$ cat src/rtl/igp_pkg.sv
// Constants, register map and state encoding shared by the inverter gate protection logic.
package igp_pkg;

   // Clock and protection timing.
   localparam int unsigned CLK_PERIOD_NS    = 8;
   localparam int unsigned FAULT_MIN_NS     = 20000;
   // A least time rounds up so the fault pulse never falls short.
   localparam int unsigned FAULT_MIN_CYC    = (FAULT_MIN_NS + CLK_PERIOD_NS - 1) / CLK_PERIOD_NS;
   localparam int unsigned FAULT_CNT_W      = $clog2(FAULT_MIN_CYC + 1);
   localparam int unsigned CMD_MIN_PULSE_NS = 700;
   localparam int unsigned CMD_MIN_PULSE_CYC =
      (CMD_MIN_PULSE_NS + CLK_PERIOD_NS - 1) / CLK_PERIOD_NS;

   // Number of inverter legs.
   localparam int unsigned PHASES = 3;

   // Width of the pin bundle passed through the synchroniser.
   localparam int unsigned SYNC_W = 13;
   // Bit positions inside the synchronised pin bundle.
   localparam int unsigned SY_HI  = 0;
   localparam int unsigned SY_LO  = 3;
   localparam int unsigned SY_SC  = 6;
   localparam int unsigned SY_LUV = 7;
   localparam int unsigned SY_OT  = 8;
   localparam int unsigned SY_HUV = 9;
   localparam int unsigned SY_PIN = 12;

   // Register byte offsets on the Wishbone bus.
   localparam logic [7:0] REG_CTRL     = 8'h00;
   localparam logic [7:0] REG_STATUS   = 8'h04;
   localparam logic [7:0] REG_IRQ_STAT = 8'h08;
   localparam logic [7:0] REG_IRQ_MASK = 8'h0C;

   // Control register fields and reset value.
   localparam int unsigned CTRL_EN_BIT = 0;
   localparam logic        CTRL_EN_RST = 1'h0;

   // Event bits, shared by the interrupt status and mask registers.
   localparam int unsigned EV_W   = 6;
   localparam int unsigned EV_SC  = 0;
   localparam int unsigned EV_LUV = 1;
   localparam int unsigned EV_OT  = 2;
   localparam int unsigned EV_HUV = 3;
   localparam logic [EV_W-1:0] IRQ_MASK_RST = 6'h00;

   // Live status register fields.
   localparam int unsigned ST_PULSE   = 0;
   localparam int unsigned ST_LUV     = 1;
   localparam int unsigned ST_OT      = 2;
   localparam int unsigned ST_HUV     = 3;
   localparam int unsigned ST_FAULT   = 6;
   localparam int unsigned ST_PIN     = 7;
   localparam int unsigned ST_LO_LOCK = 8;
   localparam int unsigned ST_HI_LOCK = 11;

   // Fault output sequencer, Gray coded along idle, pulse, hold.
   typedef enum logic [1:0] {
      FLT_IDLE  = 2'h0,
      FLT_PULSE = 2'h1,
      FLT_HOLD  = 2'h3
   } igp_flt_t;

endpackage

$ cat src/rtl/igp_sync.sv
// Two flip-flop synchroniser for a bundle of asynchronous pin levels.
`timescale 1ns/1ns
`default_nettype none
module igp_sync #(
   parameter int unsigned WIDTH = 1
) (
   // Clock and reset
   input  wire logic             clk_i,
   input  wire logic             rst_i,
   // Asynchronous levels in, synchronised levels out
   input  wire logic [WIDTH-1:0] d_i,
   output logic      [WIDTH-1:0] q_o
);

   logic [WIDTH-1:0] meta_q;
   logic [WIDTH-1:0] sync_q;

   // The first stage feeds only the second; nothing else may look at it.
   always_ff @(posedge clk_i) begin
      if (rst_i) begin
         meta_q <= '0;
         sync_q <= '0;
      end else begin
         meta_q <= d_i;
         sync_q <= meta_q;
      end
   end

   assign q_o = sync_q;

endmodule
`default_nettype wire

$ cat src/rtl/igp_top.sv
// Gate control and protection logic of a three-phase inverter module, with a Wishbone register port.
//
// What this block does
// - A short circuit forces all three low-side gates off at once, whatever the commands.
// - Short circuit drives the fault pin for at least 20 us; low side stays off after.
// - After any shutdown each phase resumes only on a rising edge of its own command.
// - Low-side supply under-voltage forces all low-side gates off, whatever the commands.
// - Low-side under-voltage holds the fault pin at least 20 us and while it lasts.
// - After low-side supply recovery, a low gate turns on only at the next command edge.
// - High-side under-voltage forces only that phase's high gate off, without fault signalling.
// - After high-side supply recovery, that high gate turns on only at the next command edge.
// - Over-temperature forces all low-side gates off, whatever the commands.
// - Over-temperature holds the fault pin at least 20 us and while the condition lasts.
// - After over-temperature clears, low gates resume only at the next command edge.
// - Commands are active high; a high level asks for the switch on, undriven means off.
// - Fault pin is active for all three low-side protections: fixed for short circuit.
//
// Design decisions made here: the placing of the registers and the Wishbone register port.
`timescale 1ns/1ns
`default_nettype none
module igp_top (
   // Clock and reset
   input  wire logic                       clk_i,
   input  wire logic                       rst_i,
   // Wishbone slave
   input  wire logic [7:0]                 wb_adr_i,
   input  wire logic [31:0]                wb_dat_i,
   input  wire logic [3:0]                 wb_sel_i,
   input  wire logic                       wb_we_i,
   input  wire logic                       wb_cyc_i,
   input  wire logic                       wb_stb_i,
   output logic      [31:0]                wb_dat_o,
   output logic                            wb_ack_o,
   // Switch commands from the controller, index 0 is phase a
   input  wire logic [igp_pkg::PHASES-1:0] high_cmd_i,
   input  wire logic [igp_pkg::PHASES-1:0] low_cmd_i,
   // Protection detector levels
   input  wire logic                       short_circuit_trip_i,
   input  wire logic                       low_supply_uv_i,
   input  wire logic                       over_temp_trip_i,
   input  wire logic [igp_pkg::PHASES-1:0] high_supply_uv_i,
   // Open-drain active-low fault pin
   input  wire logic                       fault_out_n_i,
   output logic                            fault_out_n_o,
   output logic                            fault_out_n_oe_o,
   // Gate drives
   output logic      [igp_pkg::PHASES-1:0] gate_high_o,
   output logic      [igp_pkg::PHASES-1:0] gate_low_o,
   // Interrupt
   output logic                            irq_o
);

   localparam int unsigned P  = igp_pkg::PHASES;
   localparam int unsigned CW = igp_pkg::FAULT_CNT_W;

   // Synchronised pins and their previous values.
   logic [igp_pkg::SYNC_W-1:0] pins_s;
   logic [igp_pkg::SYNC_W-2:0] prev_q;
   logic [igp_pkg::SYNC_W-2:0] prev_d;
   logic [P-1:0]               hi_s;
   logic [P-1:0]               lo_s;
   logic [P-1:0]               huv_s;
   logic                       sc_s;
   logic                       luv_s;
   logic                       ot_s;
   logic                       pin_s;
   logic [P-1:0]               hi_rise;
   logic [P-1:0]               lo_rise;
   logic [P-1:0]               huv_rise;
   logic                       sc_rise;
   logic                       luv_rise;
   logic                       ot_rise;

   // Protection state.
   igp_pkg::igp_flt_t flt_q;
   igp_pkg::igp_flt_t flt_d;
   logic [CW-1:0]     cnt_q;
   logic [CW-1:0]     cnt_d;
   logic [P-1:0]      lo_lock_q;
   logic [P-1:0]      lo_lock_d;
   logic [P-1:0]      hi_lock_q;
   logic [P-1:0]      hi_lock_d;
   logic [P-1:0]      gate_high_q;
   logic [P-1:0]      gate_high_d;
   logic [P-1:0]      gate_low_q;
   logic [P-1:0]      gate_low_d;
   logic              fault_oe_q;
   logic              fault_oe_d;
   logic              lo_force;
   logic              trigger;

   // Register state.
   logic                      ctrl_en_q;
   logic                      ctrl_en_d;
   logic [igp_pkg::EV_W-1:0]  irq_stat_q;
   logic [igp_pkg::EV_W-1:0]  irq_stat_d;
   logic [igp_pkg::EV_W-1:0]  irq_mask_q;
   logic [igp_pkg::EV_W-1:0]  irq_mask_d;
   logic [igp_pkg::EV_W-1:0]  events;
   logic                      irq_q;
   logic                      irq_d;
   logic [31:0]               dat_q;
   logic [31:0]               dat_d;
   logic                      ack_q;
   logic                      ack_d;
   logic                      fault_pin_q;
   logic [31:0]               status;
   logic [31:0]               wmask;
   logic                      wr;
   logic                      req;

   // Every pin and detector level crosses into the clock domain through two flops.
   igp_sync #(
      .WIDTH (igp_pkg::SYNC_W)
   ) u_sync (
      .clk_i (clk_i),
      .rst_i (rst_i),
      .d_i   ({fault_out_n_i, high_supply_uv_i, over_temp_trip_i, low_supply_uv_i,
               short_circuit_trip_i, low_cmd_i, high_cmd_i}),
      .q_o   (pins_s)
   );

   // Split the synchronised bundle; the external pull-down keeps an open command low.
   assign hi_s  = pins_s[igp_pkg::SY_HI +: P];
   assign lo_s  = pins_s[igp_pkg::SY_LO +: P];
   assign huv_s = pins_s[igp_pkg::SY_HUV +: P];
   assign sc_s  = pins_s[igp_pkg::SY_SC];
   assign luv_s = pins_s[igp_pkg::SY_LUV];
   assign ot_s  = pins_s[igp_pkg::SY_OT];
   assign pin_s = pins_s[igp_pkg::SY_PIN];

   // Rising edges are taken only from synchronised levels and their delayed copies.
   assign prev_d   = pins_s[igp_pkg::SYNC_W-2:0];
   assign hi_rise  = hi_s & ~prev_q[igp_pkg::SY_HI +: P];
   assign lo_rise  = lo_s & ~prev_q[igp_pkg::SY_LO +: P];
   assign huv_rise = huv_s & ~prev_q[igp_pkg::SY_HUV +: P];
   assign sc_rise  = sc_s & ~prev_q[igp_pkg::SY_SC];
   assign luv_rise = luv_s & ~prev_q[igp_pkg::SY_LUV];
   assign ot_rise  = ot_s & ~prev_q[igp_pkg::SY_OT];

   // Any low-side protection active now forces all low gates off.
   assign lo_force = sc_s | luv_s | ot_s;

   // A new short circuit always restarts the pulse; a standing condition starts one from idle.
   assign trigger = sc_rise | ((luv_s | ot_s) & (flt_q == igp_pkg::FLT_IDLE));

   // Fault pulse sequencer and minimum-width counter.
   always_comb begin
      flt_d = flt_q;
      cnt_d = cnt_q;
      if (trigger) begin
         flt_d = igp_pkg::FLT_PULSE;
         cnt_d = CW'(igp_pkg::FAULT_MIN_CYC);
      end else begin
         case (flt_q)
            igp_pkg::FLT_PULSE: begin
               cnt_d = cnt_q - CW'(1);
               if (cnt_q == CW'(1)) begin
                  // Short circuit ends here; the levels extend the pulse.
                  if (luv_s | ot_s) begin
                     flt_d = igp_pkg::FLT_HOLD;
                  end else begin
                     flt_d = igp_pkg::FLT_IDLE;
                  end
               end
            end
            igp_pkg::FLT_HOLD: begin
               if (!(luv_s | ot_s)) begin
                  flt_d = igp_pkg::FLT_IDLE;
               end
            end
            default: begin
               flt_d = igp_pkg::FLT_IDLE;
            end
         endcase
      end
   end

   // High-side under-voltage takes no part in fault signalling.
   assign fault_oe_d = (flt_d != igp_pkg::FLT_IDLE);

   // Per-phase lockouts and gate drives. Set wins over a re-arm edge in the same cycle.
   always_comb begin
      lo_lock_d   = lo_lock_q;
      hi_lock_d   = hi_lock_q;
      gate_low_d  = '0;
      gate_high_d = '0;
      for (int i = 0; i < P; i++) begin
         // Low side re-arms only when every protection is gone and the pulse has ended.
         if (lo_force || !ctrl_en_q) begin
            lo_lock_d[i] = 1'b1;
         end else if (lo_rise[i] && flt_q == igp_pkg::FLT_IDLE) begin
            lo_lock_d[i] = 1'b0;
         end
         // High side is locked only for its own phase.
         if (huv_s[i] || !ctrl_en_q) begin
            hi_lock_d[i] = 1'b1;
         end else if (hi_rise[i]) begin
            hi_lock_d[i] = 1'b0;
         end
         gate_low_d[i]  = lo_s[i] & ~lo_lock_d[i];
         gate_high_d[i] = hi_s[i] & ~hi_lock_d[i];
      end
   end

   // Protection registers. Locks start set so no gate turns on without a fresh edge.
   always_ff @(posedge clk_i) begin
      if (rst_i) begin
         prev_q      <= '0;
         flt_q       <= igp_pkg::FLT_IDLE;
         cnt_q       <= '0;
         lo_lock_q   <= '1;
         hi_lock_q   <= '1;
         gate_low_q  <= '0;
         gate_high_q <= '0;
         fault_oe_q  <= 1'b0;
      end else begin
         prev_q      <= prev_d;
         flt_q       <= flt_d;
         cnt_q       <= cnt_d;
         lo_lock_q   <= lo_lock_d;
         hi_lock_q   <= hi_lock_d;
         gate_low_q  <= gate_low_d;
         gate_high_q <= gate_high_d;
         fault_oe_q  <= fault_oe_d;
      end
   end

   // The open-drain pin only ever pulls low; its level register never leaves zero.
   always_ff @(posedge clk_i) begin
      if (rst_i) begin
         fault_pin_q <= 1'b0;
      end else begin
         fault_pin_q <= 1'b0;
      end
   end

   // Events for the interrupt status register.
   assign events[igp_pkg::EV_SC]           = sc_rise;
   assign events[igp_pkg::EV_LUV]          = luv_rise;
   assign events[igp_pkg::EV_OT]           = ot_rise;
   assign events[igp_pkg::EV_HUV +: P]     = huv_rise;

   // Live status view.
   always_comb begin
      status                                 = '0;
      status[igp_pkg::ST_PULSE]              = (flt_q == igp_pkg::FLT_PULSE);
      status[igp_pkg::ST_LUV]                = luv_s;
      status[igp_pkg::ST_OT]                 = ot_s;
      status[igp_pkg::ST_HUV +: P]           = huv_s;
      status[igp_pkg::ST_FAULT]              = fault_oe_q;
      status[igp_pkg::ST_PIN]                = ~pin_s;
      status[igp_pkg::ST_LO_LOCK +: P]       = lo_lock_q;
      status[igp_pkg::ST_HI_LOCK +: P]       = hi_lock_q;
   end

   // Bus request decode; ack falls in the cycle after it was given.
   assign req   = wb_cyc_i & wb_stb_i & ~ack_q;
   assign wr    = req & wb_we_i;
   assign wmask = {{8{wb_sel_i[3]}}, {8{wb_sel_i[2]}}, {8{wb_sel_i[1]}}, {8{wb_sel_i[0]}}}
                  & wb_dat_i;

   // Register writes and reads. A hardware event in the clearing cycle stays set.
   always_comb begin
      ctrl_en_d  = ctrl_en_q;
      irq_mask_d = irq_mask_q;
      irq_stat_d = irq_stat_q;
      dat_d      = dat_q;
      ack_d      = req;
      if (wr && wb_adr_i[7:2] == igp_pkg::REG_CTRL[7:2]) begin
         ctrl_en_d = wmask[igp_pkg::CTRL_EN_BIT] |
                     (ctrl_en_q & ~wb_sel_i[0]);
      end else if (wr && wb_adr_i[7:2] == igp_pkg::REG_IRQ_STAT[7:2]) begin
         irq_stat_d = irq_stat_q & ~wmask[igp_pkg::EV_W-1:0];
      end else if (wr && wb_adr_i[7:2] == igp_pkg::REG_IRQ_MASK[7:2]) begin
         if (wb_sel_i[0]) begin
            irq_mask_d = wb_dat_i[igp_pkg::EV_W-1:0];
         end
      end
      irq_stat_d = irq_stat_d | events;
      if (req && !wb_we_i) begin
         if (wb_adr_i[7:2] == igp_pkg::REG_CTRL[7:2]) begin
            dat_d = {31'h0, ctrl_en_q};
         end else if (wb_adr_i[7:2] == igp_pkg::REG_STATUS[7:2]) begin
            dat_d = status;
         end else if (wb_adr_i[7:2] == igp_pkg::REG_IRQ_STAT[7:2]) begin
            dat_d = {26'h0, irq_stat_q};
         end else if (wb_adr_i[7:2] == igp_pkg::REG_IRQ_MASK[7:2]) begin
            dat_d = {26'h0, irq_mask_q};
         end else begin
            // Unmapped addresses are acknowledged and read as zero.
            dat_d = 32'h0;
         end
      end
      irq_d = |(irq_stat_d & irq_mask_d);
   end

   // Register file flops.
   always_ff @(posedge clk_i) begin
      if (rst_i) begin
         ctrl_en_q  <= igp_pkg::CTRL_EN_RST;
         irq_mask_q <= igp_pkg::IRQ_MASK_RST;
         irq_stat_q <= '0;
         irq_q      <= 1'b0;
         dat_q      <= 32'h0;
         ack_q      <= 1'b0;
      end else begin
         ctrl_en_q  <= ctrl_en_d;
         irq_mask_q <= irq_mask_d;
         irq_stat_q <= irq_stat_d;
         irq_q      <= irq_d;
         dat_q      <= dat_d;
         ack_q      <= ack_d;
      end
   end

   // Outputs come straight from flops.
   assign gate_low_o       = gate_low_q;
   assign gate_high_o      = gate_high_q;
   assign fault_out_n_o    = fault_pin_q;
   assign fault_out_n_oe_o = fault_oe_q;
   assign irq_o            = irq_q;
   assign wb_dat_o         = dat_q;
   assign wb_ack_o         = ack_q;

endmodule
`default_nettype wire

$ cat config.mk
export PLATFORM = sky130hd
export DESIGN_NAME = igp_top
export DESIGN_NICKNAME = d
export VERILOG_FILES = /design/src/rtl/igp_pkg.sv /design/src/rtl/igp_sync.sv /design/src/rtl/igp_top.sv
export SDC_FILE = /design/constraint.sdc
export NUM_CORES = 1
export LEC_CHECK = 0
export BUFFER_PORTS_ARGS = -buffer_cell sky130_fd_sc_hd__buf_4
export CORE_ASPECT_RATIO = 1.4
export CORE_MARGIN = 8
export CORE_UTILIZATION = 46
export CTS_CLUSTER_DIAMETER = 100
export DETAILED_ROUTE_END_ITERATION = 12
export PLACE_DENSITY = 0.82
export RECOVER_POWER = 25
export SYNTH_ARGS = -nofsm -noshare
export SYNTH_HDL_FRONTEND = slang
export SYNTH_SLANG_ARGS = --single-unit
$ cat constraint.sdc
create_clock -name clk_i -period 1.57 [get_ports clk_i]
set_input_delay 0.0785 -clock clk_i [delete_from_list [all_inputs] [get_ports clk_i]]
set_output_delay 0.0785 -clock clk_i [all_outputs]
set_load 0.01 [all_outputs]
==> impl_metrics.yaml, run 1 <==
status:
  outcome: "finished with violations"
  violations: "negative setup slack"
worst_hold_path:
  hold_path.class: "primary input to flop"
  hold_path_end: "irq_mask_q[2]"
  min_from: "wb_dat_i[2]"
  whs_path_depth: 4
placed_design:
  place_congestion: 0.824
  pre_cts_ws_ns: -0.113
  dp_hpwl_mm: 5.38
  portBuffers: 53
global_routing:
  grt_pass1_wl_mm: 12.5
  grt_start_max_net_pins: 73
  gr-usage-all-layers_pct: 15.1
  grt_overflow_total: 0
  grt_pass1_vias: 2787
  antenna_found_initial: 0
sta:
  period_share_pct: 103
  setup_tns_ns: -0.0632
  fmax_mhz: 618
  max_slew_margin_pct: 53.3
  rsz0062_at_grt: "yes"
  hold_violations: 0
  timing.final.ws_setup_ns: -0.0477
  setup_viol: 2
  min_period_ns: 1.62
  slew_viol_final: 0
  clock_skew_ns: 0.0105
  worstMarginPinSlew_ns: 0.701
finish:
  synthToLayoutAreaGrowth_pct: 30.9
  final_util_pct: 62.1
  diodes: 0
  layout.nets: 522
  layout-drive-gt1-share_pct: 28.5
  fillers: 580
detailed_routing:
  drt_iter0_markers: 101
  num_vias: 2748
  routed_via_density: 4.91
  wl_per_cell_microns: 14.1
  wl_mm: 7.88
  antenna_left: 0
  first_pass_iters: 5
  drc_errors: 0
synthesis:
  synth_top_area_share_pct: 53.9
  synth-main-ff-cell: "dfxtp_1"
  synth_top_area_cell: "dfxtp_1"
  synth_area_per_cell_sq_um: 9.62
  synthCells: 363
  synth_edf_count: 0
  seq_area_frac_synth_pct: 53.9
  synth_area_sq_mm: 0.00349
  ys_types: 44
  synth_seq_cells: 94
  yosysWarningCount: 0
  synthTopCellsByArea: "dfxtp_1, nor2b_1, nor2_1"
  async_reset_ff_share_pct: 0
clock_network:
  cts_num_sinks: 94
  clk_latency_ns: 0.35
  cts_buffers: 9
  clock_tree.buffer_depth: 2
  cts-root-buf: "clkbuf_8"
  cts-htree-levels: 3
  clk_pin_slew_ns: 0.09
  cts_tree: "built"
worst_setup_path:
  crit_arrival_ns: 1.87
  crit_buf_inv: 0
  slowest_delay_ns: 0.34
  r2r-start: "wb_ack_o"
  crit_family: "simple AND/OR/NAND/NOR gates"
  ff2ff_path_depth: 5
  path_cells: "and3b_2, nand4_4, mux2i_2, o22ai_1, o31a_1"
  slowest_stage: "dfxtp_2"
  endpoint_kind: "flop"
  crit_path_start: "wb_ack_o"
  critPathMaxFanout: 6
  reg2reg_to: "irq_o"
  rrSetupSlack_ns: -0.05
  worstPathRequired_ns: 1.82
  start_kind: "flop"
  path_class: "flop to flop"
floorplan:
  ioPinCount: 104
  die_w_microns: 89.6
  core.rowCount: 37
  design.core.area_sq_mm: 0.00736
  die_h_microns: 119
  initial_core_util_pct: 47.4
  die-area_sq_mm: 0.0107
power:
  p_leak_nw: 1.92
  vdd_drop_max_mv: 0.687
  p_per_area_mw_per_mm2: 1020
flow_run:
  drv_cap: 0
==> worst max path at each step <==
stage,to,slack (ns),cells past startpoint
after CTS,fault_out_n_oe_o,-0.009,5
after detailed placement,irq_o,-0.11,5
after global routing,irq_o,-0.12,5
after global placement,irq_o,-0.05,5
after floorplan,wb_dat_o[10],-0.03,5
final,irq_o,-0.05,5
==> cell families after synthesis <==
| family | count (synthesis) | share of synthesized area [%] |
|---|---|---|
| adders and majority gates | 2 | 0.716 |
| buffers and inverters | 49 | 7.56 |
| xor gates and xnor gates | 10 | 2.51 |
| AOI/OAI and AO/OA | 55 | 10.3 |
| DFF | 94 | 53.9 |
| and+or+nand+nor | 144 | 22.3 |
| muxes | 8 | 2.65 |
| other | 1 | 0.107 |
==> power breakdown <==
group / leakage [nW] / internal, mW / total [mW] / switching [mW]
Sequential: 0.769 / 2.48 / 2.53 / 0.0594
Clock: 0.0899 / 0.740 / 1.53 / 0.794
Combinational: 1.06 / 0.290 / 0.578 / 0.288
==> synth_stat cells (2+ instances only) <==
cell type / n
a21oi_1: 13
a22oi_1: 14
and3_1: 4
buf_4: 20
clkbuf_1: 12
dfxtp_1: 94
ha_1: 2
inv_1: 14
mux2i_1: 7
nand2_1: 20
nand2b_1: 6
nand3b_1: 5
nand4_1: 3
nor2_1: 50
nor2b_1: 38
nor3_1: 5
o21ai_0: 4
o21ai_1: 6
o22ai_1: 7
o311ai_1: 5
o31a_1: 2
or4_1: 2
xnor2_1: 4
xor2_1: 6
==> layout by cell type (no fill, tap or decap), types with 3 or more instances in the layout <==
cell and n:
a21oi_1 9, a21oi_2 4, a22oi_1 11, a22oi_2 3
and3_1 4, buf_4 83, clkbuf_1 3, clkbuf_8 9
conb_1 19, dfxtp_1 91, dfxtp_2 3, dlygate4sd3_1 15
inv_1 14, mux2i_2 5, nand2_1 19, nand2b_1 6
nand3b_1 5, nand4_1 3, nor2_1 49, nor2b_1 38
nor3_1 3, o21ai_0 4, o21ai_1 5, o22ai_1 6
o311ai_1 5, xnor2_1 4, xor2_1 6
==> state kept, by name, indices dropped and copies added (netlist names), 2 cells and up, named ones only <==
name and count:
flt_q 2, u_sync.meta_q 13, prev_q 12, wb_dat_o 14
gate_high_o 3, hi_lock_q 3, irq_stat_q 6, gate_low_o 3
irq_mask_q 6, u_sync.q_o 13, cnt_q 12, lo_lock_q 3
==> area by class of cell <==
| type | count | area [sq um] | share of cell area [%] |
|---|---|---|---|
| Clock buffer | 11 | 131 | 2.87 |
| Inverter | 14 | 52.6 | 1.15 |
| Clock inverter | 5 | 58.8 | 1.29 |
| Timing Repair Buffer | 101 | 800 | 17.5 |
| Multi-Input combinational cell | 238 | 1520 | 33.3 |
| Tap cell | 97 | 121 | 2.66 |
| Sequential cell | 94 | 1890 | 41.3 |
==> stage by stage <==
step	hold WS (ns)	cells	total power, mW	area [sq um]
2_1_floorplan	0.207	381	2.90	3570
3_3_place_gp	0.292	520	3.04	4050
3_5_place_dp	0.293	520	3.06	4050
4_1_cts	0.0982	556	4.66	4480
5_1_grt	0.113	560	4.85	4570
6_report	0.126	560	4.65	4570
==> routing by layer <==
| metal | global-route usage (%) | up-vias | routed length (microns) |
|---|---|---|---|
| li1 | - | 1369 | - |
| met1 | 15.8 | 1280 | 3200 |
| met2 | 26.2 | 84 | 4130 |
| met3 | 4.68 | 15 | 343 |
| met4 | 7.42 | 0 | 206 |
| met5 | 0 | - | 0 |
==> worst register-to-register path, stage by stage (launching register included) <==
cell and delay (ns):
dfxtp_2 0.34, and3b_2 0.29, nand4_4 0.20, mux2i_2 0.30, o22ai_1 0.11, o31a_1 0.28
==> repair_timing <==
action,CTS,global route
endpoints found under the hold margin,15,0
hold buffers,15,0
buffers inserted,5,4
endpoints found under the setup margin,11,22
pin swaps,12,10
gates resized for setup,14,16
Power figures use the tool's default switching activity.
==> run 2: changes to the inputs <==
--- a/config.mk
+++ b/config.mk
@@ -6,12 +6,14 @@
 export NUM_CORES = 1
 export LEC_CHECK = 0
 export BUFFER_PORTS_ARGS = -buffer_cell sky130_fd_sc_hd__buf_4
+export CELL_PAD_IN_SITES_DETAIL_PLACEMENT = 1
+export CELL_PAD_IN_SITES_GLOBAL_PLACEMENT = 1
 export CORE_ASPECT_RATIO = 1.4
 export CORE_MARGIN = 8
-export CORE_UTILIZATION = 46
+export CORE_UTILIZATION = 34
 export CTS_CLUSTER_DIAMETER = 100
 export DETAILED_ROUTE_END_ITERATION = 12
-export PLACE_DENSITY = 0.82
+export PLACE_DENSITY = 0.81
 export RECOVER_POWER = 25
 export SYNTH_ARGS = -nofsm -noshare
 export SYNTH_HDL_FRONTEND = slang
==> impl_metrics.yaml, run 2 (same netlist as run 1, synthesis figures left out) <==
status:
  violations: "negative setup slack"
  outcome: "finished with violations"
global_routing:
  grt_pass1_wl_mm: 15.0
  antenna_found_initial: 0
  grt_overflow_total: 0
  gr-usage-all-layers_pct: 14.0
  grt_start_max_net_pins: 73
  grt_pass1_vias: 3089
floorplan:
  design.core.area_sq_mm: 0.0102
  die_h_microns: 136
  ioPinCount: 104
  initial_core_util_pct: 34.3
  core.rowCount: 44
  die_w_microns: 102
  die-area_sq_mm: 0.0138
worst_setup_path:
  path_cells: "and3b_2, nand4_4, mux2i_2, o22ai_1, o31a_1"
  crit_buf_inv: 0
  start_kind: "flop"
  crit_arrival_ns: 1.87
  slowest_stage: "dfxtp_2"
  endpoint_kind: "flop"
  worstPathRequired_ns: 1.79
  ff2ff_path_depth: 5
  crit_family: "simple AND/OR/NAND/NOR gates"
  worst-path-stages: 5
  critPathMaxFanout: 6
  path_class: "flop to flop"
  slowest_delay_ns: 0.32
finish:
  synthToLayoutAreaGrowth_pct: 33.5
  layout_common_cells: "dfxtp_1, buf_4, nor2_1"
  final_common_cell: "dfxtp_1"
  diodes: 0
  fillers: 1138
  layout-drive-gt1-share_pct: 27.8
  fin_area_sq_mm: 0.00466
  largest_reg_flops: 14
  layout.nets: 513
  final_util_pct: 45.8
sta:
  max_slew_margin_pct: 5.38
  hold_violations: 0
  worstMarginPinSlew_ns: 1.42
  setup_viol: 11
  holdWs_ns: 0.0306
  clock_skew_ns: 0.00500
  fmax_mhz: 609
  min_period_ns: 1.64
  slew_viol_final: 0
  rsz0062_at_grt: "yes"
  period_share_pct: 105
  timing.final.ws_setup_ns: -0.0722
clock_network:
  cts-htree-levels: 3
  cts-root-buf: "clkbuf_16"
  clock_tree.buffer_depth: 2
  cts_tree: "built"
  clk_pin_slew_ns: 0.06
  clk_latency_ns: 0.33
  cts_num_sinks: 94
  cts_buffers: 9
detailed_routing:
  drc_errors: 0
  wl_per_cell_microns: 15.5
  drt_iter0_markers: 86
  antenna_left: 0
  wl_mm: 9.15
  num_vias: 2767
  first_pass_iters: 4
  routed_via_density: 4.67
placed_design:
  dpl_cell_area_sq_mm: 0.00411
  place_congestion: 0.788
  dp_hpwl_mm: 6.49
  portBuffers: 53
power:
  vdd_drop_max_mv: 0.504
  power_frac_comb_pct: 10.9
  p_switching_mw: 1.24
  seqPwrFrac_pct: 48.3
  p_leak_nw: 1.94
  clkPwrFrac_pct: 40.8
  switching_share_pct: 23.5
  p_int_mw: 4.03
  p_per_area_mw_per_mm2: 1130
worst_hold_path:
  whs_path_depth: 3
  hold_path.class: "primary input to flop"
flow_run:
  drv_cap: 0
## run 2: metrics by stage
step / setup TNS, ns / setup WS [ns] / power (mW) / std cells
6_report: -0.354 / -0.0722 / 5.27 / 592
5_1_grt: -1.24 / -0.146 / 5.49 / 592
4_1_cts: -0.0771 / -0.0750 / 5.31 / 592
3_5_place_dp: -1.34 / -0.131 / 3.08 / 562
3_3_place_gp: -0.640 / -0.0945 / 3.05 / 562
2_1_floorplan: -0.266 / -0.0333 / 2.90 / 381
## run 2: worst min-delay path, stage by stage
cell     delay [ns]
buf_4          0.11
mux2i_1        0.06
nor2_1         0.08
## run 2: final timing paths
check | startpoint | end | slack (ns)
hold / removal | wb_dat_i[0] | flop | 0.03
setup reg to reg | wb_ack_o | irq_o | -0.07
hold reg to reg | u_sync.meta_q[0] | u_sync.q_o[0] | 0.44
setup / recovery | wb_ack_o | irq_o | -0.07
## run 2: final cells by class
type | count | area (sq um) | area share [%]
repair buffers | 92 | 721 | 15.5
clock inverters | 5 | 58.8 | 1.26
flip-flops and latches | 94 | 1890 | 40.5
well taps | 138 | 173 | 3.70
inverters | 14 | 52.6 | 1.13
multi-input cells | 238 | 1530 | 32.8
clock buffers | 11 | 243 | 5.21
## run 2: power groups by stage
| stage | Combinational [mW] | Clock (mW) | Sequential, mW |
|---|---|---|---|
| 2_1_floorplan | 0.329 | 0 | 2.57 |
| 6_report | 0.572 | 2.15 | 2.55 |
| 5_1_grt | 0.633 | 2.31 | 2.56 |
| 3_5_place_dp | 0.494 | 0 | 2.58 |
| 3_3_place_gp | 0.469 | 0 | 2.58 |
| 4_1_cts | 0.554 | 2.21 | 2.54 |
## run 2: metal layers
| metal | track usage, % | up-vias | part of all wire (%) |
|---|---|---|---|
| li1 | - | 1356 | - |
| met1 | 14.6 | 1342 | 40 |
| met2 | 25.5 | 60 | 54 |
| met3 | 2.77 | 9 | 3.9 |
| met4 | 7.48 | 0 | 1.9 |
| met5 | 0 | - | 0 |
## run 2: repair_timing
| item | in CTS | in global routing |
|---|---|---|
| buffers inserted | 1 | 1 |
| hold buffers | 13 | 0 |
| endpoints found under the hold margin | 13 | 0 |
| endpoints found under the setup margin | 21 | 16 |
| resized for setup | 17 | 15 |
| pin swaps | 4 | 15 |
==> run 3: changes to the inputs <==
==> constraint.sdc (replaced) <==
create_clock -name clk_i -period 1.5 [get_ports clk_i]
set_input_delay 0.075 -clock clk_i [delete_from_list [all_inputs] [get_ports clk_i]]
set_output_delay 0.075 -clock clk_i [all_outputs]
set_load 0.01 [all_outputs]
==> impl_metrics.yaml, run 3 (same netlist as run 1, synthesis figures left out) <==
status:
  outcome: "finished with violations"
  violations: "negative setup slack"
global_routing:
  grt_pass1_wl_mm: 15.3
  grt_overflow_total: 0
  gr-usage-all-layers_pct: 14.4
  antenna_found_initial: 0
  grt_pass1_vias: 3100
  grt_start_max_net_pins: 73
worst_setup_path:
  slowest_stage: "or4bb_4"
  critPathMaxFanout: 8
  path_cells: "or4bb_4, nor4b_4, buf_6, a22oi_2, nor2_1"
  path_class: "flop to flop"
  crit_family: "simple AND/OR/NAND/NOR gates"
  start_kind: "flop"
  slowest_delay_ns: 0.56
  crit_buf_inv: 1
  worstPathRequired_ns: 1.77
  crit_arrival_ns: 1.91
  endpoint_kind: "flop"
clock_network:
  cts-root-buf: "clkbuf_16"
  clock_tree.buffer_depth: 2
  clk_pin_slew_ns: 0.07
  clk_latency_ns: 0.35
  cts-htree-levels: 3
  cts_tree: "built"
  cts_buffers: 9
  cts_num_sinks: 94
power:
  p_leak_nw: 2.01
  p_per_area_mw_per_mm2: 1200
  power.total_mw: 5.76
  vdd_drop_max_mv: 0.572
placed_design:
  dp_hpwl_mm: 6.43
  portBuffers: 53
  dpl_cell_area_sq_mm: 0.00415
  place_congestion: 0.793
floorplan:
  die-area_sq_mm: 0.0138
  ioPinCount: 104
  design.core.area_sq_mm: 0.0102
  die_w_microns: 102
  die_h_microns: 136
  core.rowCount: 44
  initial_core_util_pct: 34.3
finish:
  diodes: 0
  final_common_cell: "dfxtp_1"
  synthToLayoutAreaGrowth_pct: 37.8
  largest_reg_flops: 14
  layout-drive-gt1-share_pct: 29.8
  final_util_pct: 47.2
  fin_area_sq_mm: 0.00481
  layout.nets: 522
  layout_common_cells: "dfxtp_1, buf_4, nor2_1"
detailed_routing:
  first_pass_iters: 4
  wl_per_cell_microns: 16.1
  antenna_left: 0
  routed_via_density: 4.69
  num_vias: 2817
  drt_iter0_markers: 101
  drc_errors: 0
  wl_mm: 9.70
sta:
  timing.final.ws_setup_ns: -0.140
  setup_viol: 19
  hold_violations: 0
  slew_viol_final: 0
  clock_skew_ns: 0.0117
  fmax_mhz: 610
  setup_tns_ns: -1.43
  rsz0062_at_grt: "yes"
  holdWs_ns: 0.133
  period_share_pct: 109
  min_period_ns: 1.64
flow_run:
  drv_cap: 0
worst_hold_path:
  hold_path.class: "primary input to flop"
run 3: cell types whose count changed in the layout (fill, tap and decap cells not counted), moves of 2 or more:
cell / delta
buf_4: +6
a22oi_1: -2
a22oi_2: +2
buf_6: +2
nor2_1: -2
run 3: metal layers:
metal  routed length (microns)  GRT usage (%)
met3                       337           2.67
met5                         0              0
met2                      5320           25.7
met4                       274           8.56
met1                      3760           15.1
run 3: final timing paths:
kind                                       start            end  slack (ns)  cells past startpoint
worst max-delay path                    wb_ack_o   wb_dat_o[13]       -0.14                      5
worst min-delay path                 wb_dat_i[3]  irq_mask_q[3]        0.13                      4
worst max register to register          wb_ack_o   wb_dat_o[13]       -0.14                      5
worst min register to register  u_sync.meta_q[2]  u_sync.q_o[2]        0.44                      1
run 3: tightest hold or removal path: cells and delay by family:
kind	cells	cell delay, ns
and+or+nand+nor	1	0.08
muxes	1	0.07
buffers and inverters	2	0.22
run 3: area by class of cell:
type                            instances  area (sq um)
Tap cell                              138           173
Clock buffer                           11           243
Clock inverter                          5          82.6
Multi-Input combinational cell        238          1560
Timing Repair Buffer                  101           817
Fill cell                            1151          5370
Inverter                               14          52.6
Sequential cell                        94          1890
run 3: timing repair:
item,4_1_cts,5_1_grt
pin swaps,11,15
endpoints found under the hold margin,14,0
resized for setup,18,20
hold buffers,14,0
setup endpoints to repair,21,27
buffers inserted,3,2
run 3: power breakdown:
part	leakage (nW)	internal [mW]	total (mW)	switching (mW)
Clock	0.148	1.51	2.46	0.955
Sequential	0.769	2.59	2.66	0.0692
Combinational	1.09	0.309	0.636	0.327
run 3: metrics by stage:
step,cells,setup slack (ns)
after floorplan,381,-0.103
after global placement,566,-0.116
after detailed placement,566,-0.182
after CTS,599,-0.102
after global routing,601,-0.196
final,601,-0.140
